### src/diag_ctrl_pkg.sv
// Constants for the switch diagnostic control register bank
package diag_ctrl_pkg;

  // Byte addresses on the microprocessor port
  localparam int          ADDR_WIDTH      = 20;
  localparam logic [19:0] OFS_MOD_LOW     = 20'h0_0144;
  localparam logic [19:0] OFS_MODE_HIGH   = 20'h0_0145;
  localparam logic [19:0] OFS_PLL_RESET   = 20'h0_0146;
  localparam logic [19:0] OFS_RESERVED    = 20'h0_0147;
  localparam logic [19:0] OFS_INT_DIAG    = 20'h0_0148;
  localparam logic [19:0] OFS_GAP         = 20'h0_0149;
  localparam logic [19:0] OFS_CMD_LOW     = 20'h0_014a;
  localparam logic [19:0] OFS_CMD_HIGH    = 20'h0_014b;

  // Field positions
  localparam int          CARRY_BREAK_BIT = 5;
  localparam int          EXT_FRAME_BIT   = 4;
  localparam int          MODULO_EN_BIT   = 3;
  localparam int          PLL_TWO_BIT     = 2;
  localparam int          PLL_ONE_BIT     = 1;
  localparam int          DIAG_SEL_LSB    = 6;
  localparam int          CLK_ERR_LSB     = 4;
  localparam int          SYS_ERR_LSB     = 2;
  localparam int          GP0_BIT         = 1;
  localparam int          FG0_BIT         = 0;
  localparam int          DELAY_EN_LSB    = 4;

  // Field values
  localparam logic [1:0]  INT_MODE_DIAG   = 2'h1;
  localparam logic [3:0]  CMD_DELAY_ON    = 4'h1;
  localparam logic [7:0]  RESET_BYTE      = 8'h00;
  localparam logic [7:0]  READ_ZERO       = 8'h00;

  // Widths
  localparam int          SC_WIDTH        = 11;
  localparam int          GAP_WIDTH       = 8;
  localparam int          OFFSET_WIDTH    = 12;
  localparam int          CMD_COUNT       = 3;

  // Command slots
  localparam int          CMD_GO_CLOCKS   = 0;
  localparam int          CMD_CLEAR_FB    = 1;
  localparam int          CMD_FORCE_FB    = 2;

  // Idle level of the active-low frame reference pin
  localparam logic        FRAME_IDLE      = 1'b1;

endpackage

### src/delay_timer.sv
// Down counter that runs a programmed number of clock periods
`timescale 1ns/1ps
module delay_timer #(
  parameter int WIDTH = 8
) (
  input  wire logic             clk,
  input  wire logic             srst,
  input  wire logic             start,
  input  wire logic [WIDTH-1:0] load_value,
  output logic                  busy,
  output logic                  expire
);

  typedef struct packed {
    logic [WIDTH-1:0] cnt;
    logic             expire;
  } dt_state_type;

  dt_state_type s_r;
  dt_state_type s_nxt;

  ////////////////////////////////////////////////////////////////////////
  always_comb begin
    s_nxt        = s_r;
    s_nxt.expire = 1'b0;
    if (start) begin
      // Restart from the new value at every trigger
      s_nxt.cnt    = load_value;
      s_nxt.expire = (load_value == '0);
    end else if (s_r.cnt != '0) begin
      s_nxt.cnt    = s_r.cnt - {{(WIDTH-1){1'b0}}, 1'b1};
      s_nxt.expire = (s_r.cnt == {{(WIDTH-1){1'b0}}, 1'b1});
    end
  end

  always_ff @(posedge clk) begin
    if (srst) begin
      s_r <= '0;
    end else begin
      s_r <= s_nxt;
    end
  end

  assign busy   = (s_r.cnt != '0);
  assign expire = s_r.expire;

endmodule

### src/state_counter.sv
// Eleven-bit state counter with carry break, modulo and external frame
`timescale 1ns/1ps
module state_counter (
  input  wire logic        clk,
  input  wire logic        srst,
  input  wire logic        tick,
  input  wire logic        carry_break_enable,
  input  wire logic        modulo_count_enable,
  input  wire logic        external_frame_select,
  input  wire logic [10:0] modulo_value,
  input  wire logic        compat_frame_reference_n,
  output logic      [10:0] count,
  output logic             frame_pulse
);

  typedef struct packed {
    logic [10:0] count;
    logic        frame;
    logic        ext_prev;
  } sc_state_type;

  sc_state_type s_r;
  sc_state_type s_nxt;
  logic         ext_center;
  logic         wrap;

  ////////////////////////////////////////////////////////////////////////
  always_comb begin
    s_nxt          = s_r;
    s_nxt.ext_prev = compat_frame_reference_n;
    // Falling edge marks frame center, at any rate
    ext_center     = s_r.ext_prev & ~compat_frame_reference_n;
    wrap           = 1'b0;
    if (tick) begin
      if (carry_break_enable) begin
        // Three free segments, each wraps alone
        s_nxt.count[3:0]  = s_r.count[3:0] + 4'h1;
        s_nxt.count[7:4]  = s_r.count[7:4] + 4'h1;
        s_nxt.count[10:8] = s_r.count[10:8] + 3'h1;
      end else if (modulo_count_enable && s_r.count == modulo_value) begin
        s_nxt.count = '0;
        wrap        = 1'b1;
      end else begin
        s_nxt.count = s_r.count + 11'h001;
        wrap        = (s_r.count == 11'h7ff);
      end
    end
    s_nxt.frame = external_frame_select ? ext_center : wrap;
  end

  always_ff @(posedge clk) begin
    if (srst) begin
      s_r <= '{count: '0, frame: 1'b0, ext_prev: diag_ctrl_pkg::FRAME_IDLE};
    end else begin
      s_r <= s_nxt;
    end
  end

  assign count       = s_r.count;
  assign frame_pulse = s_r.frame;

endmodule

### src/switch_diagnostic_control.sv
// Diagnostic control register bank of the TDM switch
`timescale 1ns/1ps
module switch_diagnostic_control (
  input  wire logic        clk,
  input  wire logic        srst,
  input  wire logic [19:0] reg_addr,
  input  wire logic        reg_write,
  input  wire logic        reg_read,
  input  wire logic [7:0]  reg_wdata,
  output logic      [7:0]  reg_rdata,
  output logic             reg_read_ack,
  input  wire logic        state_tick,
  input  wire logic        compat_frame_reference_n,
  output logic      [10:0] state_count,
  output logic             frame_pulse,
  output logic             pll_one_divider_reset,
  output logic             pll_two_divider_reset,
  input  wire logic [1:0]  clk_err_in,
  input  wire logic [1:0]  sys_err_in,
  input  wire logic        general_purpose_pin0_in,
  input  wire logic        frame_group_pin0_in,
  output logic      [1:0]  clk_err_to_ic,
  output logic      [1:0]  sys_err_to_ic,
  output logic             general_purpose_pin0_to_ic,
  output logic             frame_group_pin0_to_ic,
  input  wire logic        interrupt_released,
  output logic             system_interrupt_gap,
  input  wire logic        go_clocks_req,
  input  wire logic        clear_fallback_req,
  input  wire logic        force_fallback_req,
  output logic             go_clocks_exec,
  output logic             clear_fallback_exec,
  output logic             force_fallback_exec
);

  typedef struct packed {
    logic [7:0] mod_low;
    logic [5:0] mode_high;
    logic       pll_two;
    logic       pll_one;
    logic [7:0] int_diag;
    logic [7:0] gap;
    logic [7:0] ofs_low;
    logic [7:0] ofs_high;
    logic [7:0] rdata;
    logic       rack;
    logic [1:0] clk_err;
    logic [1:0] sys_err;
    logic       gp0;
    logic       fg0;
    logic [2:0] pend;
    logic [2:0] exec;
  } dc_state_type;

  dc_state_type s_r;
  dc_state_type s_nxt;

  logic        carry_break_enable;
  logic        external_frame_select;
  logic        modulo_count_enable;
  logic [10:0] modulo_value;
  logic [1:0]  interrupt_diag_select;
  logic        diag_mode;
  logic [3:0]  command_delay_enable;
  logic        delay_on;
  logic [11:0] command_offset;
  logic        cmd_expire;
  logic [2:0]  cmd_req;
  logic [2:0]  issue;

  ////////////////////////////////////////////////////////////////////////
  // Field decode
  assign carry_break_enable    = s_r.mode_high[diag_ctrl_pkg::CARRY_BREAK_BIT];
  assign external_frame_select = s_r.mode_high[diag_ctrl_pkg::EXT_FRAME_BIT];
  assign modulo_count_enable   = s_r.mode_high[diag_ctrl_pkg::MODULO_EN_BIT];
  assign modulo_value          = {s_r.mode_high[2:0], s_r.mod_low};
  assign interrupt_diag_select = s_r.int_diag[7:6];
  assign diag_mode             = (interrupt_diag_select == diag_ctrl_pkg::INT_MODE_DIAG);
  assign command_delay_enable  = s_r.ofs_high[7:4];
  assign delay_on              = (command_delay_enable == diag_ctrl_pkg::CMD_DELAY_ON);
  assign command_offset        = {s_r.ofs_high[3:0], s_r.ofs_low};
  assign cmd_req               = {force_fallback_req, clear_fallback_req, go_clocks_req};

  // Pending commands leave at the frame, or at offset expiry in delay mode
  assign issue = s_r.pend & {3{delay_on ? cmd_expire : frame_pulse}};

  ////////////////////////////////////////////////////////////////////////
  always_comb begin
    s_nxt      = s_r;
    s_nxt.rack = 1'b0;
    if (reg_write) begin
      case (reg_addr)
        diag_ctrl_pkg::OFS_MOD_LOW: begin
          s_nxt.mod_low = reg_wdata;
        end
        diag_ctrl_pkg::OFS_MODE_HIGH: begin
          // Reserved top bits are not kept
          s_nxt.mode_high = reg_wdata[5:0];
        end
        diag_ctrl_pkg::OFS_PLL_RESET: begin
          s_nxt.pll_two = reg_wdata[diag_ctrl_pkg::PLL_TWO_BIT];
          s_nxt.pll_one = reg_wdata[diag_ctrl_pkg::PLL_ONE_BIT];
        end
        diag_ctrl_pkg::OFS_INT_DIAG: begin
          s_nxt.int_diag = reg_wdata;
        end
        diag_ctrl_pkg::OFS_GAP: begin
          s_nxt.gap = reg_wdata;
        end
        diag_ctrl_pkg::OFS_CMD_LOW: begin
          s_nxt.ofs_low = reg_wdata;
        end
        diag_ctrl_pkg::OFS_CMD_HIGH: begin
          s_nxt.ofs_high = reg_wdata;
        end
        default: begin
        end
      endcase
    end
    if (reg_read) begin
      s_nxt.rack = 1'b1;
      case (reg_addr)
        diag_ctrl_pkg::OFS_MOD_LOW: begin
          s_nxt.rdata = s_r.mod_low;
        end
        diag_ctrl_pkg::OFS_MODE_HIGH: begin
          s_nxt.rdata = {2'b00, s_r.mode_high};
        end
        diag_ctrl_pkg::OFS_PLL_RESET: begin
          s_nxt.rdata = {5'b0_0000, s_r.pll_two, s_r.pll_one, 1'b0};
        end
        diag_ctrl_pkg::OFS_INT_DIAG: begin
          s_nxt.rdata = s_r.int_diag;
        end
        diag_ctrl_pkg::OFS_GAP: begin
          s_nxt.rdata = s_r.gap;
        end
        diag_ctrl_pkg::OFS_CMD_LOW: begin
          s_nxt.rdata = s_r.ofs_low;
        end
        diag_ctrl_pkg::OFS_CMD_HIGH: begin
          s_nxt.rdata = s_r.ofs_high;
        end
        default: begin
          // Reserved byte and unmapped addresses
          s_nxt.rdata = diag_ctrl_pkg::READ_ZERO;
        end
      endcase
    end
    // Interrupt controller input selection
    if (diag_mode) begin
      s_nxt.clk_err = s_r.int_diag[5:4];
      s_nxt.sys_err = s_r.int_diag[3:2];
      s_nxt.gp0     = s_r.int_diag[diag_ctrl_pkg::GP0_BIT];
      s_nxt.fg0     = s_r.int_diag[diag_ctrl_pkg::FG0_BIT];
    end else begin
      s_nxt.clk_err = clk_err_in;
      s_nxt.sys_err = sys_err_in;
      s_nxt.gp0     = general_purpose_pin0_in;
      s_nxt.fg0     = frame_group_pin0_in;
    end
    // A request in the issue cycle stays pending
    s_nxt.pend = (s_r.pend & ~issue) | cmd_req;
    s_nxt.exec = issue;
  end

  always_ff @(posedge clk) begin
    if (srst) begin
      s_r <= '0;
    end else begin
      s_r <= s_nxt;
    end
  end

  ////////////////////////////////////////////////////////////////////////
  state_counter u_state_counter (
    .clk                      (clk),
    .srst                     (srst),
    .tick                     (state_tick),
    .carry_break_enable       (carry_break_enable),
    .modulo_count_enable      (modulo_count_enable),
    .external_frame_select    (external_frame_select),
    .modulo_value             (modulo_value),
    .compat_frame_reference_n (compat_frame_reference_n),
    .count                    (state_count),
    .frame_pulse              (frame_pulse)
  );

  // Deassertion gap of the system interrupt output
  delay_timer #(.WIDTH(diag_ctrl_pkg::GAP_WIDTH)) u_gap_timer (
    .clk        (clk),
    .srst       (srst),
    .start      (interrupt_released),
    .load_value (s_r.gap),
    .busy       (system_interrupt_gap),
    .expire     ()
  );

  // Offset from the frame boundary for clock commands
  delay_timer #(.WIDTH(diag_ctrl_pkg::OFFSET_WIDTH)) u_cmd_timer (
    .clk        (clk),
    .srst       (srst),
    .start      (frame_pulse & delay_on),
    .load_value (command_offset),
    .busy       (),
    .expire     (cmd_expire)
  );

  ////////////////////////////////////////////////////////////////////////
  assign reg_rdata                  = s_r.rdata;
  assign reg_read_ack               = s_r.rack;
  assign pll_one_divider_reset      = s_r.pll_one;
  assign pll_two_divider_reset      = s_r.pll_two;
  assign clk_err_to_ic              = s_r.clk_err;
  assign sys_err_to_ic              = s_r.sys_err;
  assign general_purpose_pin0_to_ic = s_r.gp0;
  assign frame_group_pin0_to_ic     = s_r.fg0;
  assign go_clocks_exec             = s_r.exec[diag_ctrl_pkg::CMD_GO_CLOCKS];
  assign clear_fallback_exec        = s_r.exec[diag_ctrl_pkg::CMD_CLEAR_FB];
  assign force_fallback_exec        = s_r.exec[diag_ctrl_pkg::CMD_FORCE_FB];

  ////////////////////////////////////////////////////////////////////////
  // Checks
  property p_modulo_load;
    @(posedge clk) disable iff (srst)
    reg_write && reg_addr == diag_ctrl_pkg::OFS_MOD_LOW ##1 reg_read && reg_addr == diag_ctrl_pkg::OFS_MOD_LOW
      |=> reg_rdata == $past(reg_wdata, 2);
  endproperty
  a_modulo_load: assert property (p_modulo_load) else $error("modulo low byte lost");

  property p_carry_normal;
    @(posedge clk) disable iff (srst)
    state_tick && !carry_break_enable && !modulo_count_enable && state_count == 11'h00f
      |=> state_count == 11'h010;
  endproperty
  a_carry_normal: assert property (p_carry_normal) else $error("carry not propagated");

  property p_carry_break;
    @(posedge clk) disable iff (srst)
    state_tick && carry_break_enable && !reg_write
      |=> state_count[7:4] == 4'($past(state_count[7:4]) + 4'h1)
          && state_count[10:8] == 3'($past(state_count[10:8]) + 3'h1);
  endproperty
  a_carry_break: assert property (p_carry_break) else $error("segments not independent");

  property p_ext_frame;
    @(posedge clk) disable iff (srst)
    external_frame_select && $fell(compat_frame_reference_n) |=> frame_pulse;
  endproperty
  a_ext_frame: assert property (p_ext_frame) else $error("external frame center missed");

  property p_ext_only;
    @(posedge clk) disable iff (srst)
    external_frame_select && !$fell(compat_frame_reference_n) |=> !frame_pulse;
  endproperty
  a_ext_only: assert property (p_ext_only) else $error("frame without external center");

  property p_modulo_roll;
    @(posedge clk) disable iff (srst)
    state_tick && modulo_count_enable && !carry_break_enable && state_count == modulo_value
      |=> state_count == 11'h000;
  endproperty
  a_modulo_roll: assert property (p_modulo_roll) else $error("no modulo rollover");

  property p_reserved_bits;
    @(posedge clk) disable iff (srst)
    reg_read && reg_addr == diag_ctrl_pkg::OFS_MODE_HIGH |=> reg_rdata[7:6] == 2'b00;
  endproperty
  a_reserved_bits: assert property (p_reserved_bits) else $error("reserved bits read nonzero");

  property p_pll_reset;
    @(posedge clk) disable iff (srst)
    reg_write && reg_addr == diag_ctrl_pkg::OFS_PLL_RESET
      |=> pll_two_divider_reset == $past(reg_wdata[2]) && pll_one_divider_reset == $past(reg_wdata[1]);
  endproperty
  a_pll_reset: assert property (p_pll_reset) else $error("divider reset not applied");

  property p_normal_ic;
    @(posedge clk) disable iff (srst)
    !srst && !diag_mode |=> {clk_err_to_ic, sys_err_to_ic, general_purpose_pin0_to_ic, frame_group_pin0_to_ic}
                            == $past({clk_err_in, sys_err_in, general_purpose_pin0_in, frame_group_pin0_in});
  endproperty
  a_normal_ic: assert property (p_normal_ic) else $error("normal mode not transparent");

  property p_diag_ic;
    @(posedge clk) disable iff (srst)
    diag_mode |=> {clk_err_to_ic, sys_err_to_ic, general_purpose_pin0_to_ic, frame_group_pin0_to_ic}
                  == $past(s_r.int_diag[5:0]);
  endproperty
  a_diag_ic: assert property (p_diag_ic) else $error("diagnostic override wrong");

  property p_gap_two;
    @(posedge clk) disable iff (srst)
    interrupt_released && s_r.gap == 8'h02
      |=> system_interrupt_gap ##1 system_interrupt_gap ##1 !system_interrupt_gap;
  endproperty
  a_gap_two: assert property (p_gap_two) else $error("gap length wrong");

  property p_no_delay;
    @(posedge clk) disable iff (srst)
    !delay_on && frame_pulse && s_r.pend[0] |=> go_clocks_exec;
  endproperty
  a_no_delay: assert property (p_no_delay) else $error("command not issued at frame");

  property p_delayed;
    @(posedge clk) disable iff (srst)
    delay_on && frame_pulse && command_offset == 12'h003 && s_r.pend[0] && !reg_write
      |=> !go_clocks_exec [*4] ##1 go_clocks_exec;
  endproperty
  a_delayed: assert property (p_delayed) else $error("command offset not honoured");

  property p_reset_clear;
    @(posedge clk)
    srst |=> !pll_one_divider_reset && !pll_two_divider_reset && !system_interrupt_gap
             && s_r.int_diag == 8'h00 && s_r.ofs_high == 8'h00 && !reg_read_ack;
  endproperty
  a_reset_clear: assert property (p_reset_clear) else $error("fields not cleared at reset");

endmodule

### config.mk
export PLATFORM = sky130hd
export DESIGN_NAME = switch_diagnostic_control
export DESIGN_NICKNAME = d
export VERILOG_FILES = /design/src/diag_ctrl_pkg.sv /design/src/delay_timer.sv /design/src/state_counter.sv /design/src/switch_diagnostic_control.sv
export SDC_FILE = /design/constraint.sdc
export NUM_CORES = 1
export LEC_CHECK = 0
export BUFFER_PORTS_ARGS = -buffer_cell sky130_fd_sc_hd__clkbuf_2
export CAP_MARGIN = 20
export CORE_MARGIN = 2
export CORE_UTILIZATION = 62
export CTS_CLUSTER_SIZE = 20
export DETAILED_ROUTE_END_ITERATION = 10
export GPL_ROUTABILITY_DRIVEN = 0
export PLACE_DENSITY = 0.95
export SLEW_MARGIN = 20
export SYNTH_ARGS = -nofsm -noshare
export SYNTH_HDL_FRONTEND = slang
export SYNTH_SLANG_ARGS = --single-unit
### constraint.sdc
create_clock -name clk -period 3.7 [get_ports clk]
set_input_delay 0.74 -clock clk [delete_from_list [all_inputs] [get_ports clk]]
set_output_delay 0.74 -clock clk [all_outputs]
set_load 0.01 [all_outputs]
==> results of run 1 <==
==> synth_stat cells, types with 12 or more instances <==
cell,instances
nor3_1,15
dfxtp_1,103
buf_4,23
mux2i_1,51
nor4_1,13
o21ai_0,12
nor2_1,70
clkbuf_1,22
xnor2_1,15
a21oi_1,40
nand2_1,64
nand3_1,14
==> kinds of logic after synthesis <==
| family | synth area share, % |
|---|---|
| AO/OA/AOI/OAI | 11.5 |
| XOR/XNOR | 4.39 |
| adder cells (fa/ha/maj) | 1.93 |
| buffers and inverters | 6.39 |
| flip-flops | 39.8 |
| multiplexers | 11.6 |
| AND/OR/NAND/NOR | 24.4 |
==> cell usage in the layout, fill, tap and decap left out, types with 4 or more instances in the layout <==
cell type and count:
o21ai_0 12, inv_1 11, nor3_1 15, nor4b_1 5
clkbuf_2 76, nor3_4 5, nand4_1 9, a31oi_1 5
nor4_1 13, o211ai_1 6, ha_1 8, dfxtp_1 103
mux2i_1 51, nor2_1 70, xor2_1 11, nand3_1 14
and2_1 5, nand2b_1 6, nand2_1 64, a211oi_1 4
xnor2_1 15, nor2b_1 11, a21oi_1 40, clkbuf_8 10
or3_1 6
==> worst max-delay path by stage <==
stage / cells past startpoint / slack [ns] / to / start
after floorplan: 6 / 1.56 / command_offset[0]$_SDFFE_PP0P_ / reg_addr[9]
after global placement: 6 / 1.14 / s_r[46]$_SDFFE_PP0P_ / reg_addr[3]
after detailed placement: 6 / 0.95 / interrupt_diag_select[1]$_SDFFE_PP0P_ / reg_addr[3]
after CTS: 6 / 0.99 / system_interrupt_gap / u_gap_timer.s_r[1]$_SDFFE_PP0P_
after global routing: 6 / 0.87 / system_interrupt_gap / u_gap_timer.s_r[1]$_SDFFE_PP0P_
final: 6 / 0.98 / system_interrupt_gap / u_gap_timer.s_r[1]$_SDFFE_PP0P_
==> per-layer routing <==
layer	global-route usage, %	up-vias
li1	-	2157
met1	36.2	2155
met2	50.5	276
met3	6.17	51
met4	12.5	0
met5	0	-
==> where the power goes <==
group	internal, mW	switching [mW]	leakage [nW]	total, mW
clock	0.397	0.381	0.109	0.778
combinational	0.269	0.356	1.25	0.625
sequential	1.18	0.0786	0.837	1.26
==> layout make-up <==
type	instances	area (µm²)
clock inverters	5	81.3
inverters	12	45.0
well taps	105	131
flip-flops and latches	103	2060
fillers	580	2530
multi-input cells	428	2790
repair buffers	78	395
clock buffers	10	138
==> registers in the layout (all words and copies together) (netlist names), 2 cells and up <==
register               cells
u_state_counter.count     11
reg_rdata                  8
sys_err_to_ic              2
interrupt_diag_select      2
clk_err_to_ic              2
u_cmd_timer.s_r           12
command_offset            12
modulo_value              11
s_r                       17
command_delay_enable       4
u_gap_timer.s_r            8
==> through the flow <==
stage / std cells / cell area [µm²] / utilization (%) / power [mW]
6_report: 741 / 5650 / 69.1 / 2.66
5_1_grt: 741 / 5650 / 69.1 / 2.78
4_1_cts: 741 / 5650 / 69.1 / 2.66
3_5_place_dp: 726 / 5430 / 66.4 / 1.89
3_3_place_gp: 726 / 5430 / 66.4 / 1.84
2_1_floorplan: 593 / 5190 / - / 1.74
==> worst max-delay path, delay by kind of cell, from the launching register on <==
family,cells,cell delay (ns)
buffers and inverters,3,0.29
flip-flops,1,0.36
adder cells (fa/ha/maj),1,0.18
AND/OR/NAND/NOR,2,0.77
==> qor.txt, run 1 <==
vias per inst -> 6.26
global-route wire length before repair -> 21100 µm
hold-critical path depth -> 2
drt first pass iters -> 6
status -> complete, no violations
EDFF count, synth -> 0
Yosys cell types -> 59
Final Max Tran Viols -> 0
FMAX -> 368 MHz
Avg WL per Cell -> 17.8 µm
hold_ws -> 0.461 ns
Worst Setup Start Kind -> flip-flop
clock sinks -> 103
Max Cap Viol -> 0
power per cell area -> 472 mW/mm²
CTS resizes -> 0
Worst-Margin Slew -> 0.826 ns
CTS Hold Bufs -> 0
Routed WL -> 13200 µm
hold crit path type -> reg2reg
Final Hold Fails -> 0
Hold Path Sink -> reg_rdata[2]$_SDFFE_PP0P_
Setup Crit Path Kind -> reg2out
area grow syn2layout -> 8.85%
relative slew slack -> 44.8%
M1 WL -> 5170 µm
setup tns final -> 0 ns
Hold Crit Start -> reg_rdata[2]$_SDFFE_PP0P_
Die Ht -> 95.5 µm
required time worst endpoint -> 2.96 ns
total CTS buffers -> 9
Cells after Synth -> 593
worst flop-to-flop path endpoint -> u_cmd_timer.s_r[3]$_SDFFE_PP0P_
Syn Nets -> 645
final worst setup slack -> 0.982 ns
row count -> 33
Root Buffer -> clkbuf_8
Post-Place Worst Slack -> 0.948 ns
Yosys reg bits -> 103
Antenna Nets Post-Route -> 0
Final period util -> 73.5%
crit end category -> primary output
FF-to-FF setup slack -> 1.57 ns
FF-to-FF Start -> command_delay_enable[1]$_SDFFE_PP0P_
number of global-route vias before repair -> 4384
Yosys Warn Count -> 0
CP arrival -> 1.98 ns
critical-path cell list -> inv_1 -> ha_1 -> or3b_4 -> nor3_4 -> inv_2 -> clkbuf_2
core area -> 0.00818 mm²
initial DRC count -> 396
Die X -> 95.5 µm
Ports -> 77
Final #Nets -> 684
synth top area cells -> dfxtp_1 (40%), mux2i_1 (9.8%), nor2_1 (5.1%), nand2_1 (4.6%), a21oi_1 (3.9%)
Met3 Wirelength -> 1100 µm
Total GRT Usage -> 29.6%
top_reg_cell synth -> dfxtp_1
Tmin final -> 2.72 ns
share of the synthesized area in the top cell type -> 39.8%
RSZ-0062 raised after global routing -> false
antenna violations before repair -> 0
async set-reset flop share out of synthesis -> 0%
endpoints failing setup -> 0
die area -> 0.00911 mm²
CTS Buffer Depth -> 2
maximum vdd drop -> 408 µV
worst-skew pair later-pin latency -> 0.38 ns
crit path max-delay cell type -> or3b_4
htree depth -> 3
IO buf count -> 76
Met2 Wirelength -> 6430 µm
area leader, netlist -> dfxtp_1
Top Layer Used -> met4
crit-path max FO -> 7
synthesized cell area -> 0.00519 mm²
vias -> 4639
CP peak stage delay -> 0.43 ns
Initial Util -> 63.4%
HPWL Detailed -> 9410 µm
Worst Skew -> 0.0151 ns
Post-CTS Setup Repair Bufs -> 0
GRT overflow -> 0
Synth Area per Inst -> 8.75 µm²
sequential share of the synthesized area -> 39.8%
Static Leak -> 2.19 nW
drt drc -> 0
largest net degree at the start of global routing -> 75
share of post-route cells with drive strength above 1 -> 17.9%
CTS tree -> done
antenna cells -> 0
Worst-path clk slew -> 0.09 ns
r2r worst-path depth -> 5
(Power assumes the default switching activity.)
==> run 2, diff against run 1 <==
--- a/config.mk
+++ b/config.mk
@@ -8,11 +8,11 @@
 export BUFFER_PORTS_ARGS = -buffer_cell sky130_fd_sc_hd__clkbuf_2
 export CAP_MARGIN = 20
 export CORE_MARGIN = 2
-export CORE_UTILIZATION = 62
+export CORE_UTILIZATION = 57
 export CTS_CLUSTER_SIZE = 20
 export DETAILED_ROUTE_END_ITERATION = 10
 export GPL_ROUTABILITY_DRIVEN = 0
-export PLACE_DENSITY = 0.95
+export PLACE_DENSITY = 0.9
 export SLEW_MARGIN = 20
 export SYNTH_ARGS = -nofsm -noshare
 export SYNTH_HDL_FRONTEND = slang
==> constraint.sdc (replaced) <==
create_clock -name clk -period 2.73 [get_ports clk]
set_input_delay 0.546 -clock clk [delete_from_list [all_inputs] [get_ports clk]]
set_output_delay 0.546 -clock clk [all_outputs]
set_load 0.01 [all_outputs]
==> run 2 against run 1 <==
Flip-flop and latch count did not move. Via count fell by 0.26%. Critical path type unchanged. Largest cell class unchanged. Sequential power rose by 36%. Largest power group unchanged. Final area rose by 0.64%. Critical endpoint unchanged.
==> qor.txt, run 2 (synthesized netlist as in run 1, its figures left out) <==
endpoints failing setup -> 0 (unchanged)
CTS Buffer Depth -> 2 (unchanged)
combinational power share -> 22.9% (-0.6 points)
CTS resizes -> 0 (unchanged)
leading cell type in the layout, fill and taps excluded -> dfxtp_1
clock sinks -> 103 (unchanged)
CP peak stage delay -> 0.43 ns (about the same)
core area -> 0.00876 mm² (+7.2%)
CP arrival -> 1.97 ns (about the same)
vias -> 4627 (-0.26%)
Biggest register -> s_r
met2 Use GR -> 44.8% (-5.7 points)
worst flop-to-flop path endpoint -> u_cmd_timer.s_r[5]$_SDFFE_PP0P_
global-route wire length before repair -> 21700 µm (+2.8%)
share of post-route cells with drive strength above 1 -> 18.4% (+0.51 points)
final core utilization -> 64.8% (-4.2 points)
relative slew slack -> 39.4% (-5.4 points)
Int Pwr -> 2.50 mW (+35%)
Ports -> 77 (unchanged)
Max Cap Viol -> 0 (unchanged)
largest net degree at the start of global routing -> 49 (-35%)
Hold Crit Start -> compat_frame_reference_n
total CTS buffers -> 9 (unchanged)
maximum vdd drop -> 362 µV (-11%)
Avg WL per Cell -> 17.8 µm (about the same)
Worst-Margin Slew -> 0.901 ns (+0.0746 ns)
hold-critical path depth -> 3 (+1)
Tmin final -> 2.51 ns
die area -> 0.00988 mm² (+8.4%)
Root Buffer -> clkbuf_8
required time worst endpoint -> 2.18 ns (-0.78 ns)
Seq pwr share -> 47.2% (about the same)
Worst Setup Start Kind -> flip-flop
hold_ws -> 0.366 ns (-0.0959 ns)
Worst-path clk slew -> 0.09 ns (about the same)
crit end category -> primary output
CTS tree -> done
Static Leak -> 2.21 nW (+0.82%)
Net Sw Power -> 1.12 mW (+37%)
status -> complete, no violations
critical-path cell list -> inv_1 -> ha_1 -> or3b_4 -> nor3_4 -> inv_2 -> clkbuf_2
Final period util -> 92.0%
Initial Util -> 59.2% (-4.3 points)
CTS Hold Bufs -> 0 (unchanged)
r2r worst-path depth -> 5 (unchanged)
crit path max-delay cell type -> or3b_4
power per cell area -> 637 mW/mm² (+35%)
Worst Skew -> 0.00988 ns (-0.00523 ns)
FF-to-FF Start -> u_cmd_timer.s_r[5]$_SDFFE_PP0P_
drt drc -> 0 (unchanged)
worst-skew pair later-pin latency -> 0.38 ns (about the same)
hold crit path type -> in2reg
FF-to-FF setup slack -> 0.55 ns (-1.02 ns)
Die Ht -> 99.4 µm (+4.1%)
initial DRC count -> 376 (-5.1%)
Final Max Tran Viols -> 0 (unchanged)
Antenna Nets Post-Route -> 0 (unchanged)
CP delay by family, top -> simple AND/OR/NAND/NOR gates
number of flip-flops under the largest register name -> 17 (unchanged)
antenna cells -> 0 (unchanged)
Final Hold Fails -> 0 (unchanged)
FMAX -> 398 MHz
Post-CTS Setup Repair Bufs -> 0 (unchanged)
drt first pass iters -> 5 (-1)
Die X -> 99.4 µm (+4.1%)
Routed WL -> 13300 µm (+0.93%)
HPWL Detailed -> 9390 µm (-0.24%)
GRT overflow -> 0 (unchanged)
RSZ-0062 raised after global routing -> false
crit-path max FO -> 7 (unchanged)
critical path depth -> 6 (unchanged)
switch share -> 30.9% (+0.34 points)
Total GRT Usage -> 27.4% (-2.1 points)
IO buf count -> 76 (unchanged)
Hold Path Sink -> u_state_counter.s_r[0]$_SDFF_PP1_
setup tns final -> 0 ns (unchanged)
met3 Usage GRT -> 5.20% (-0.97 points)
clock share of power -> 29.9% (+0.7 points)
commonest cells after routing, fill and taps aside -> dfxtp_1 (103), clkbuf_2 (76), nor2_1 (70)
combined buffer and inverter count along the critical path -> 3 (unchanged)
row count -> 34 (+3.0%)
GR Util met1 -> 35.2% (-0.99 points)
htree depth -> 3 (unchanged)
area grow syn2layout -> 9.55%
Final #Nets -> 687 (+0.44%)
vias per inst -> 6.19 (-1.2%)
number of global-route vias before repair -> 4446 (+1.4%)
antenna violations before repair -> 0 (unchanged)
Setup Crit Path Kind -> reg2out
busiest layer in global routing -> met2
## run 2: per-layer routing
metal,vias to the layer above,routed length [µm]
li1,2171,-
met1,2170,5440
met2,240,6460
met3,46,1010
met4,0,435
met5,-,0
## run 2: worst max-delay path by stage
stage                                     end  slack, ns                            start
6_report                 system_interrupt_gap       0.22  u_gap_timer.s_r[1]$_SDFFE_PP0P_
3_3_place_gp     modulo_value[0]$_SDFFE_PP0P_       0.57                      reg_addr[5]
3_5_place_dp   command_offset[0]$_SDFFE_PP0P_       0.49                      reg_addr[5]
5_1_grt                  system_interrupt_gap       0.07  u_gap_timer.s_r[1]$_SDFFE_PP0P_
2_1_floorplan  command_offset[0]$_SDFFE_PP0P_       0.78                      reg_addr[9]
4_1_cts                  system_interrupt_gap       0.23  u_gap_timer.s_r[1]$_SDFFE_PP0P_
## run 2: cell type report
type | instances | area, µm²
multi-input cells | 428 | 2790
well taps | 108 | 135
fillers | 672 | 3080
repair buffers | 81 | 418
flip-flops and latches | 103 | 2060
inverters | 12 | 45.0
clock inverters | 7 | 105
clock buffers | 9 | 124
## run 2: per-stage QoR
| step | instance area, µm² | worst slack [ns] | total power [mW] | cells |
|---|---|---|---|---|
| 6_report | 5680 | 0.219 | 3.62 | 748 |
| 3_3_place_gp | 5450 | 0.571 | 2.50 | 732 |
| 4_1_cts | 5680 | 0.232 | 3.62 | 748 |
| 3_5_place_dp | 5450 | 0.486 | 2.56 | 732 |
| 2_1_floorplan | 5190 | 0.784 | 2.36 | 593 |
| 5_1_grt | 5680 | 0.0666 | 3.80 | 748 |
## run 2: tightest hold or removal path, stage by stage
cell      delay [ns]
clkbuf_2        0.07
nor2_1          0.05
inv_1           0.04
## run 2: power groups by stage
stage | registers [mW] | logic, mW | clock network [mW]
3_3_place_gp | 1.73 | 0.770 | 0
2_1_floorplan | 1.72 | 0.649 | 0
6_report | 1.71 | 0.829 | 1.08
3_5_place_dp | 1.74 | 0.821 | 0
4_1_cts | 1.71 | 0.825 | 1.09
5_1_grt | 1.72 | 0.933 | 1.14
